### config.mk
export PLATFORM = sky130hd
export DESIGN_NAME = ccs_unit
export DESIGN_NICKNAME = d
export VERILOG_FILES = /design/src/include/ccs_pkg.sv /design/src/rtl/ccs_dec.sv /design/src/rtl/ccs_unit.sv
export VERILOG_INCLUDE_DIRS = /design/src /design/src/include
export SDC_FILE = /design/constraint.sdc
export NUM_CORES = 1
export LEC_CHECK = 0
export BUFFER_PORTS_ARGS = -buffer_cell sky130_fd_sc_hd__buf_2
export CORE_MARGIN = 3
export CORE_UTILIZATION = 56
export CTS_CLUSTER_SIZE = 30
export DETAILED_ROUTE_END_ITERATION = 8
export MAX_ROUTING_LAYER = met4
export PLACE_DENSITY = 0.93
export REMOVE_ABC_BUFFERS = 1
export SLEW_MARGIN = 20
export SYNTH_ARGS = -nofsm -noshare
export SYNTH_HDL_FRONTEND = slang
export SYNTH_SLANG_ARGS = --single-unit
### constraint.sdc
create_clock -name clk_sys -period 5.6 [get_ports clk_sys]
set_clock_uncertainty 0.2 [all_clocks]
set_input_delay 1.12 -clock clk_sys [delete_from_list [all_inputs] [get_ports clk_sys]]
set_output_delay 1.12 -clock clk_sys [all_outputs]
set_load 0.01 [all_outputs]
### src/include/ccs_map.svh
`ifndef CCS_MAP_SVH
`define CCS_MAP_SVH
// Notes on behaviour
// - One command port serves serial link and instrument bus alike.
// - Clear-status zeroes every event register feeding the status byte.
// - Clear-status drops pending output only when first in the line.
// - Event-enable set loads the mask from the integer's binary form.
// - Enable set outside 0..255 keeps the register and flags execution error.
// - Event-enable bit 4 enables the execution-error event.
// - Event-enable query returns the mask as a decimal integer.
// - Event-status query returns the flags in decimal, then clears them.
// - Identification returns maker, model, seven-digit serial, versions, comma separated.
// - Operation-complete command sets the operation-complete flag.
// - Operation-complete query queues the ASCII character 1.
// - Reset restores power-up state except interface, output queue, status byte, event flags, enable masks.
// - Service-request-enable set stores the value with bit six discarded.
// - Service-request-enable query returns the mask, bit six always zero.
// - Status-byte query returns the byte, bit six the master summary.
// - Trigger command starts one measurement.
// - Wait-to-continue is accepted and does nothing.
// - Interrupt character halts transfer and discards pending output.

// ==========================================
// Event flag bit positions
`define CCS_ESR_OPC      0
`define CCS_ESR_EXE      4
// ==========================================
// Status byte bit positions
`define CCS_STB_MAV      4
`define CCS_STB_ESB      5
`define CCS_STB_MSS      6
`define CCS_STB_EXT_MASK 8'h8F
// ==========================================
// Reset values and service-request keep mask
`define CCS_ESR_RST      8'h80
`define CCS_ESE_RST      8'h00
`define CCS_SRE_RST      8'h00
`define CCS_SRE_KEEP     8'hBF
// ==========================================
// Parameter range, characters and operation-complete reply value
`define CCS_PARAM_MIN    32'sh0000_0000
`define CCS_PARAM_MAX    32'sh0000_00FF
`define CCS_CHR_ZERO     8'h30
`define CCS_CHR_LF       8'h0A
`define CCS_OPC_REPLY    8'h01
`endif

### src/include/ccs_pkg.sv
package ccs_pkg;
    // ==========================================
    // Decoded common commands
    typedef enum logic [3:0] {
        CCS_CMD_CLS     = 4'h0,
        CCS_CMD_ESE_SET = 4'h1,
        CCS_CMD_ESE_Q   = 4'h2,
        CCS_CMD_ESR_Q   = 4'h3,
        CCS_CMD_IDN_Q   = 4'h4,
        CCS_CMD_OPC_SET = 4'h5,
        CCS_CMD_OPC_Q   = 4'h6,
        CCS_CMD_RST     = 4'h7,
        CCS_CMD_SRE_SET = 4'h8,
        CCS_CMD_SRE_Q   = 4'h9,
        CCS_CMD_STB_Q   = 4'hA,
        CCS_CMD_TRG     = 4'hB,
        CCS_CMD_WAI     = 4'hC
    } ccs_cmd_e;

    // ==========================================
    // Response kinds and sender states
    typedef enum logic [0:0] {
        CCS_RSP_NUM = 1'b0,
        CCS_RSP_IDN = 1'b1
    } ccs_rsp_e;

    typedef enum logic [0:0] {
        CCS_ST_IDLE = 1'b0,
        CCS_ST_SEND = 1'b1
    } ccs_state_e;

    // ==========================================
    // Whole state of the unit
    typedef struct packed {
        ccs_state_e state;
        ccs_rsp_e   rsp_kind;
        logic [7:0] rsp_val;
        logic [5:0] rsp_idx;
        logic [7:0] event_enable_mask;
        logic [7:0] standard_event_flags;
        logic [7:0] service_request_mask;
        logic [7:0] stb;
        logic       out_valid;
        logic [7:0] out_data;
        logic       meas_trig;
        logic       soft_rst;
        logic       status_clr;
    } ccs_state_s;
endpackage

### src/rtl/ccs_dec.sv
`timescale 1ns/1ps
// ==========================================
// Byte to three decimal digits
module ccs_dec (
    input  wire logic [7:0] val,
    output logic      [3:0] hund,
    output logic      [3:0] tens,
    output logic      [3:0] ones,
    output logic      [1:0] ndig
);
    logic [7:0] h_w;
    logic [7:0] rem_w;
    logic [7:0] t_w;
    logic [7:0] o_w;

    // Constant divisors, so synthesis folds these into small logic
    assign h_w   = val / 8'h64;
    assign rem_w = val - h_w * 8'h64;
    assign t_w   = rem_w / 8'h0A;
    assign o_w   = rem_w - t_w * 8'h0A;
    assign hund  = h_w[3:0];
    assign tens  = t_w[3:0];
    assign ones  = o_w[3:0];

    // Leading zeros are suppressed
    always_comb begin
        if (val >= 8'h64) begin
            ndig = 2'h3;
        end else if (val >= 8'h0A) begin
            ndig = 2'h2;
        end else begin
            ndig = 2'h1;
        end
    end
endmodule

### src/rtl/ccs_unit.sv
`timescale 1ns/1ps
`include "ccs_map.svh"
// ==========================================
// Common command and status unit
module ccs_unit #(
    parameter int                  IDN_LEN  = 28,
    // Identity text is arbitrary: maker, model, serial, versions
    parameter logic [8*IDN_LEN-1:0] IDN_TEXT = "MAKER,MODEL,0000001,1.0,D1.0"
) (
    input  wire logic                    clk_sys,
    input  wire logic                    rst,
    input  wire logic                    cmd_valid,
    output logic                         cmd_ready,
    input  wire ccs_pkg::ccs_cmd_e       cmd_code,
    input  wire logic signed [31:0]      cmd_param,
    input  wire logic                    cmd_first,
    input  wire logic                    ctrl_c,
    input  wire logic [7:0]              ev_set,
    input  wire logic [7:0]              stb_ext,
    output logic                         out_valid,
    input  wire logic                    out_ready,
    output logic [7:0]                   out_data,
    output logic [7:0]                   status_byte,
    output logic                         srq,
    output logic                         meas_trig,
    output logic                         soft_rst,
    output logic                         status_clr
);
    // ==========================================
    // State registers
    ccs_pkg::ccs_state_s q_ff;
    ccs_pkg::ccs_state_s nxt_q;

    logic       busy;
    logic       accept;
    logic       is_query;
    logic       in_range;
    logic [7:0] ev_all;
    logic       esr_clr;
    logic [7:0] stb_nomss;
    logic       esb;
    logic       mss;
    logic [3:0] dig_h;
    logic [3:0] dig_t;
    logic [3:0] dig_o;
    logic [1:0] ndig;
    logic [5:0] rsp_len;
    logic [7:0] chr;
    logic [5:0] pos;

    // ==========================================
    // Decimal digits of the pending number
    ccs_dec u_dec (
        .val  (q_ff.rsp_val),
        .hund (dig_h),
        .tens (dig_t),
        .ones (dig_o),
        .ndig (ndig)
    );

    // ==========================================
    // Handshake and classification
    // Output queue holds a message while sending or while a byte waits
    assign busy = (q_ff.state == ccs_pkg::CCS_ST_SEND) || q_ff.out_valid;

    // Queries only wait for the queue; other commands never stall
    always_comb begin
        case (cmd_code)
            ccs_pkg::CCS_CMD_ESE_Q,
            ccs_pkg::CCS_CMD_ESR_Q,
            ccs_pkg::CCS_CMD_IDN_Q,
            ccs_pkg::CCS_CMD_OPC_Q,
            ccs_pkg::CCS_CMD_SRE_Q,
            ccs_pkg::CCS_CMD_STB_Q: is_query = 1'b1;
            default:                is_query = 1'b0;
        endcase
    end

    assign cmd_ready = !(busy && is_query);
    assign accept    = cmd_valid && cmd_ready;

    assign in_range = (cmd_param >= `CCS_PARAM_MIN) && (cmd_param <= `CCS_PARAM_MAX);

    // ==========================================
    // Status summary
    // execution error enabled by bit 4
    assign esb = |(q_ff.standard_event_flags & q_ff.event_enable_mask);

    always_comb begin
        stb_nomss                = stb_ext & `CCS_STB_EXT_MASK;
        stb_nomss[`CCS_STB_MAV]  = busy;
        stb_nomss[`CCS_STB_ESB]  = esb;
    end

    assign mss = |(stb_nomss & q_ff.service_request_mask & `CCS_SRE_KEEP);

    // ==========================================
    // Response character generator
    always_comb begin
        if (q_ff.rsp_kind == ccs_pkg::CCS_RSP_IDN) begin
            rsp_len = 6'(IDN_LEN);
        end else begin
            rsp_len = {4'h0, ndig};
        end
    end

    // Digit position counted from the least significant end
    assign pos = rsp_len - 6'h01 - q_ff.rsp_idx;

    always_comb begin
        chr = `CCS_CHR_LF;
        if (q_ff.rsp_idx < rsp_len) begin
            if (q_ff.rsp_kind == ccs_pkg::CCS_RSP_IDN) begin
                chr = IDN_TEXT[8*pos +: 8];
            end else if (pos == 6'h02) begin
                chr = `CCS_CHR_ZERO + {4'h0, dig_h};
            end else if (pos == 6'h01) begin
                chr = `CCS_CHR_ZERO + {4'h0, dig_t};
            end else begin
                chr = `CCS_CHR_ZERO + {4'h0, dig_o};
            end
        end
    end

    // ==========================================
    // Next-state logic
    always_comb begin
        nxt_q            = q_ff;
        nxt_q.meas_trig  = 1'b0;
        nxt_q.soft_rst   = 1'b0;
        nxt_q.status_clr = 1'b0;
        ev_all           = ev_set;
        esr_clr          = 1'b0;

        // Byte taken by the host frees the output register
        if (q_ff.out_valid && out_ready) begin
            nxt_q.out_valid = 1'b0;
        end

        // Next byte of the response, newline closes it
        if ((q_ff.state == ccs_pkg::CCS_ST_SEND) && !nxt_q.out_valid) begin
            nxt_q.out_valid = 1'b1;
            nxt_q.out_data  = chr;
            if (q_ff.rsp_idx == rsp_len) begin
                nxt_q.state = ccs_pkg::CCS_ST_IDLE;
            end else begin
                nxt_q.rsp_idx = q_ff.rsp_idx + 6'h01;
            end
        end

        if (accept) begin
            case (cmd_code)
                ccs_pkg::CCS_CMD_CLS: begin
                    esr_clr          = 1'b1;
                    nxt_q.status_clr = 1'b1;
                    if (cmd_first) begin
                        nxt_q.state     = ccs_pkg::CCS_ST_IDLE;
                        nxt_q.out_valid = 1'b0;
                    end
                end
                ccs_pkg::CCS_CMD_ESE_SET: begin
                    if (in_range) begin
                        nxt_q.event_enable_mask = cmd_param[7:0];
                    end else begin
                        ev_all[`CCS_ESR_EXE] = 1'b1;
                    end
                end
                ccs_pkg::CCS_CMD_SRE_SET: begin
                    if (in_range) begin
                        nxt_q.service_request_mask = cmd_param[7:0] & `CCS_SRE_KEEP;
                    end else begin
                        ev_all[`CCS_ESR_EXE] = 1'b1;
                    end
                end
                ccs_pkg::CCS_CMD_ESE_Q: begin
                    nxt_q.state    = ccs_pkg::CCS_ST_SEND;
                    nxt_q.rsp_kind = ccs_pkg::CCS_RSP_NUM;
                    nxt_q.rsp_val  = q_ff.event_enable_mask;
                    nxt_q.rsp_idx  = 6'h00;
                end
                ccs_pkg::CCS_CMD_ESR_Q: begin
                    nxt_q.state    = ccs_pkg::CCS_ST_SEND;
                    nxt_q.rsp_kind = ccs_pkg::CCS_RSP_NUM;
                    nxt_q.rsp_val  = q_ff.standard_event_flags;
                    nxt_q.rsp_idx  = 6'h00;
                    esr_clr        = 1'b1;
                end
                ccs_pkg::CCS_CMD_IDN_Q: begin
                    nxt_q.state    = ccs_pkg::CCS_ST_SEND;
                    nxt_q.rsp_kind = ccs_pkg::CCS_RSP_IDN;
                    nxt_q.rsp_val  = 8'h00;
                    nxt_q.rsp_idx  = 6'h00;
                end
                ccs_pkg::CCS_CMD_OPC_SET: begin
                    ev_all[`CCS_ESR_OPC] = 1'b1;
                end
                ccs_pkg::CCS_CMD_OPC_Q: begin
                    nxt_q.state    = ccs_pkg::CCS_ST_SEND;
                    nxt_q.rsp_kind = ccs_pkg::CCS_RSP_NUM;
                    nxt_q.rsp_val  = `CCS_OPC_REPLY;
                    nxt_q.rsp_idx  = 6'h00;
                end
                ccs_pkg::CCS_CMD_RST: begin
                    // masks, flags and status byte kept
                    nxt_q.soft_rst = 1'b1;
                end
                ccs_pkg::CCS_CMD_SRE_Q: begin
                    nxt_q.state    = ccs_pkg::CCS_ST_SEND;
                    nxt_q.rsp_kind = ccs_pkg::CCS_RSP_NUM;
                    nxt_q.rsp_val  = q_ff.service_request_mask & `CCS_SRE_KEEP;
                    nxt_q.rsp_idx  = 6'h00;
                end
                ccs_pkg::CCS_CMD_STB_Q: begin
                    nxt_q.state    = ccs_pkg::CCS_ST_SEND;
                    nxt_q.rsp_kind = ccs_pkg::CCS_RSP_NUM;
                    nxt_q.rsp_val  = q_ff.stb;
                    nxt_q.rsp_idx  = 6'h00;
                end
                ccs_pkg::CCS_CMD_TRG: begin
                    nxt_q.meas_trig = 1'b1;
                end
                default: begin
                    nxt_q.state = nxt_q.state;
                end
            endcase
        end

        if (ctrl_c) begin
            nxt_q.state     = ccs_pkg::CCS_ST_IDLE;
            nxt_q.out_valid = 1'b0;
        end

        // Set wins over clear so no event is lost
        nxt_q.standard_event_flags = (esr_clr ? 8'h00 : q_ff.standard_event_flags) | ev_all;

        // Registered status byte, one cycle behind its sources
        nxt_q.stb               = stb_nomss;
        nxt_q.stb[`CCS_STB_MSS] = mss;
    end

    // ==========================================
    // State register
    always_ff @(posedge clk_sys or posedge rst) begin
        if (rst) begin
            q_ff            <= '0;
            q_ff.event_enable_mask        <= `CCS_ESE_RST;
            q_ff.standard_event_flags        <= `CCS_ESR_RST;
            q_ff.service_request_mask        <= `CCS_SRE_RST;
        end else begin
            q_ff <= nxt_q;
        end
    end

    // ==========================================
    // Outputs, all from flip-flops except the ready
    assign out_valid   = q_ff.out_valid;
    assign out_data    = q_ff.out_data;
    assign status_byte = q_ff.stb;
    assign srq         = q_ff.stb[`CCS_STB_MSS];
    assign meas_trig   = q_ff.meas_trig;
    assign soft_rst    = q_ff.soft_rst;
    assign status_clr  = q_ff.status_clr;
endmodule

==> summary by stage <==
Run status
The run finished with clean final reports.

Setup path
Walking the worst path, the cells encountered are ha_1 -> or3_1 -> o211a_1 -> ha_1 -> ha_1 -> o21ai_1 -> a21oi_1 -> a21oi_1 -> or4b_4 -> nand2_2 -> a21oi_1 -> a221o_1 -> a21o_1 -> ha_1 -> fa_1 -> xor2_1 -> or3b_1 -> a31oi_1. Of all nets on the critical path, the largest fanout is 7. Counting cells, the worst reg-to-reg path comes to 18.

The type of destination of the critical path is a register. The critical path launch point type is a register. The setup path with the least slack is of type reg2reg.

The most frequent cell on the critical path is ha_1. The cell with the largest stage delay on the worst path is or4b_4. For the worst setup path, the data arrival time is 5330 ps. In this design, the stage delay of the slowest critical-path cell is 500 ps. The worst path required time is 5670 ps.

STA
Setup repair after global routing left no endpoint under its margin. The tightest slew margin relative to the limit is 39.9%. The total negative slack for setup checks is 0 ps. The final-report hold violation count is 0. Setup violations remaining at the end of the flow were counted as 0.

In the finished design, the share of the clock period the worst path needs comes to 93.9%. At the pin with the least slew margin, the transition time is 889 ps. The number of slew-limit violations in the final report is 0. The routed design could run at a clock period as short as 5260 ps.

Based on the critical path, the design can be clocked at up to 190 MHz.

Logic synthesis
The combined area of all synthesized cells is 4170 µm². The share of synthesized flip-flops with an asynchronous set or reset is 100%. The number of flops mapped to enable cells by yosys is 0.

The sequential element share of the synthesized area is 34.8%. The most used flip-flop cell after synthesis is dfrtp_1. The average instance in the mapped netlist occupies 9.27 µm². Synthesis handed over a netlist of 450 instances. The number of warnings issued by yosys is 0. Synthesis instantiated 74 different standard cells from the library. The flip-flop and latch count after synthesis is 58.

Clock tree
TritonCTS built the clock tree. The later pin in the worst-skew pair is clocked with a latency of 350 ps. The root buffer cell is clkbuf_8. CTS built an H-tree with a depth of 3. The clock sink count is 58. The total clock buffers created by CTS is 9. Once the clock tree was built, the setup fixing pass inserted 0 buffers.

The hold buffer count at CTS is 0. The clock-pin slew of the registers on the worst-case setup and hold paths is 70 ps. The maximum buffer depth of the clock tree is 2. The number of resized instances in the post-cts repair step is 0.

Drt
The routed layout has 3,692 vias. The number of DRC violations after detailed routing is 0. The average wire per cell in the routed design is 16.7 µm. Using the TritonRoute via totals, the vias-per-cell ratio works out to 6.08. For this block, the routed nets add up to 10,100 µm of wire. The number of nets with antenna violations after routing is 0. The number of iterations in the first detailed-routing pass is 6. The starting DRC count in detailed routing is 213.

Layout
The final layout contains 592 nets. The library cell used most frequently in the layout, excluding fill and tap cells, is buf_2. The storage element area is 1450 µm².

The fraction of final layout cells sized beyond drive strength 1 is 24.9%. The area used by multi-input combinational logic is 2440 µm². The filler cell count is 540. Relative to the synthesized area, the layout overhead comes to 13.3%. The top cell types in the final layout, fill and taps aside, are buf_2 (75), dfrtp_1 (57), nand2_1 (35). The repair_antennas step left the layout with diodes totalling 0.

Worst hold path
The number of cells traversed by the worst hold path is 2. The path type of the worst min-delay path is reg2reg.

Die
The effective utilization at floorplan is 59.4%. The die covers 8520 µm². Measured along the x axis, the die boundary spans 92.3 µm. For this design the top-level I/O count stands at 80. The floorplan step defined a core boundary enclosing 7020 µm². The vertical die dimension is 92.3 µm. Row generation in the floorplan step produced 30 rows.

Place
Detailed placement ended at an HPWL of 7530 µm. At the end of routability-driven placement, the weighted congestion stood at 0.886. The count of port buffers added during placement is 75.

Pwr
The static leakage power is 0.00217 µW. The worst-case vdd ir drop is 0.246 mV. Power comes to 2100 µW. The areal power density over the cells is 444 nW/µm².

Run
The number of max-capacitance violations reported is 0.

Global route
The number of global-route vias before repair is 3,649. In the global route stage, overall resource usage came out at 25.3%. The global-route wire length before repair is 16,800 µm. The leftover overflow at the end of global routing is 0.

The initial antenna violation count came to 0. The maximum number of pins on one net before global-route repair is 59.
-- critical path, delay by kind of cell (launching register included) --
family	cells	cell delay (ps)
DFF	1	410
and+or+nand+nor	4	1330
xor gates and xnor gates	1	180
AOI/OAI and AO/OA	8	1590
adders and majority gates	5	1470
-- path summary, 6_finish.rpt --
kind	from	end	slack [ps]
max in group asynchronous	rst	out_data[6]$_DFFE_PP0P_	3970
min reg2reg	out_data[6]$_DFFE_PP0P_	out_data[6]$_DFFE_PP0P_	270
min in group asynchronous	rst	out_valid$_DFF_PP0_	770
max reg2reg	q_ff[53]$_DFFE_PP0P_	out_data[3]$_DFFE_PP0P_	340
min	out_data[6]$_DFFE_PP0P_	out_data[6]$_DFFE_PP0P_	270
max	q_ff[53]$_DFFE_PP0P_	out_data[3]$_DFFE_PP0P_	340
-- synth_stat cells (9+ instances only) --
library cell / n / area share, %
xor2_1: 9 / 1.9
nand3_1: 11 / 1.3
clkbuf_1: 15 / 1.4
a21o_1: 11 / 2.0
o21ai_0: 22 / 2.6
a21oi_1: 24 / 2.9
mux2_2: 16 / 4.3
ha_1: 25 / 7.5
mux2i_1: 10 / 2.4
nand2_1: 35 / 3.2
buf_4: 16 / 2.9
xnor2_1: 11 / 2.3
nor2_1: 31 / 2.8
nor4_1: 10 / 1.5
dfrtp_1: 57 / 34
a22oi_1: 10 / 1.8
inv_1: 23 / 2.1
-- metrics by stage --
step                      std cells  setup WS (ps)  util (%)  hold WS, ps  area [µm²]
after floorplan                 417            472         -          272        3980
after global placement          591            540      64.1          257        4500
after detailed placement        591            415      64.1          263        4500
after CTS                       607            375      67.3          277        4730
after global routing            607           77.6      67.3          315        4730
final                           607            340      67.3          272        4730
-- flip-flops by register name, indices dropped and copies added (netlist names) --
name,flops
out_valid,1
q_ff,39
status_clr,1
status_byte,8
meas_trig,1
out_data,7
soft_rst,1
-- cell families (layout without fill, tap and decap cells) --
kind of cell               count (synthesis)  in the layout  share of synthesized area [%]
buffers and inverters                     56            117                           6.66
AOI/OAI and AO/OA                        125            125                           20.5
adders and majority gates                 29             29                           9.18
DFF                                       58             58                           34.8
other                                      1              1                         0.0899
and+or+nand+nor                          132            132                           16.5
muxes                                     27             27                           7.26
xor gates and xnor gates                  22             22                           4.98
-- layer usage --
metal,routed length (µm),vias up,part of all wire [%],GRT usage (%)
met4,270,0,2.7,9.53
met5,0,-,0,-
met1,4150,1781,41,29.2
li1,-,1740,-,-
met2,5140,145,51,42.6
met3,560,26,5.5,6.26
-- final cells by class --
| cell class | count | share of cell area [%] |
|---|---|---|
| well taps | 96 | 2.54 |
| clock inverters | 4 | 1.56 |
| multi-input cells | 336 | 51.6 |
| flip-flops and latches | 58 | 30.7 |
| inverters | 23 | 1.83 |
| clock buffers | 12 | 3.28 |
| repair buffers | 78 | 8.42 |
-- power by group --
| group | switching (µW) | leakage (µW) | internal [µW] |
|---|---|---|---|
| logic | 686 | 0.00131 | 462 |
| registers | 40.1 | 0.000739 | 462 |
| clock network | 173 | 0.000117 | 275 |
| total | 899 | 0.00217 | 1200 |
No activity file was read; power rests on OpenSTA's default activity.
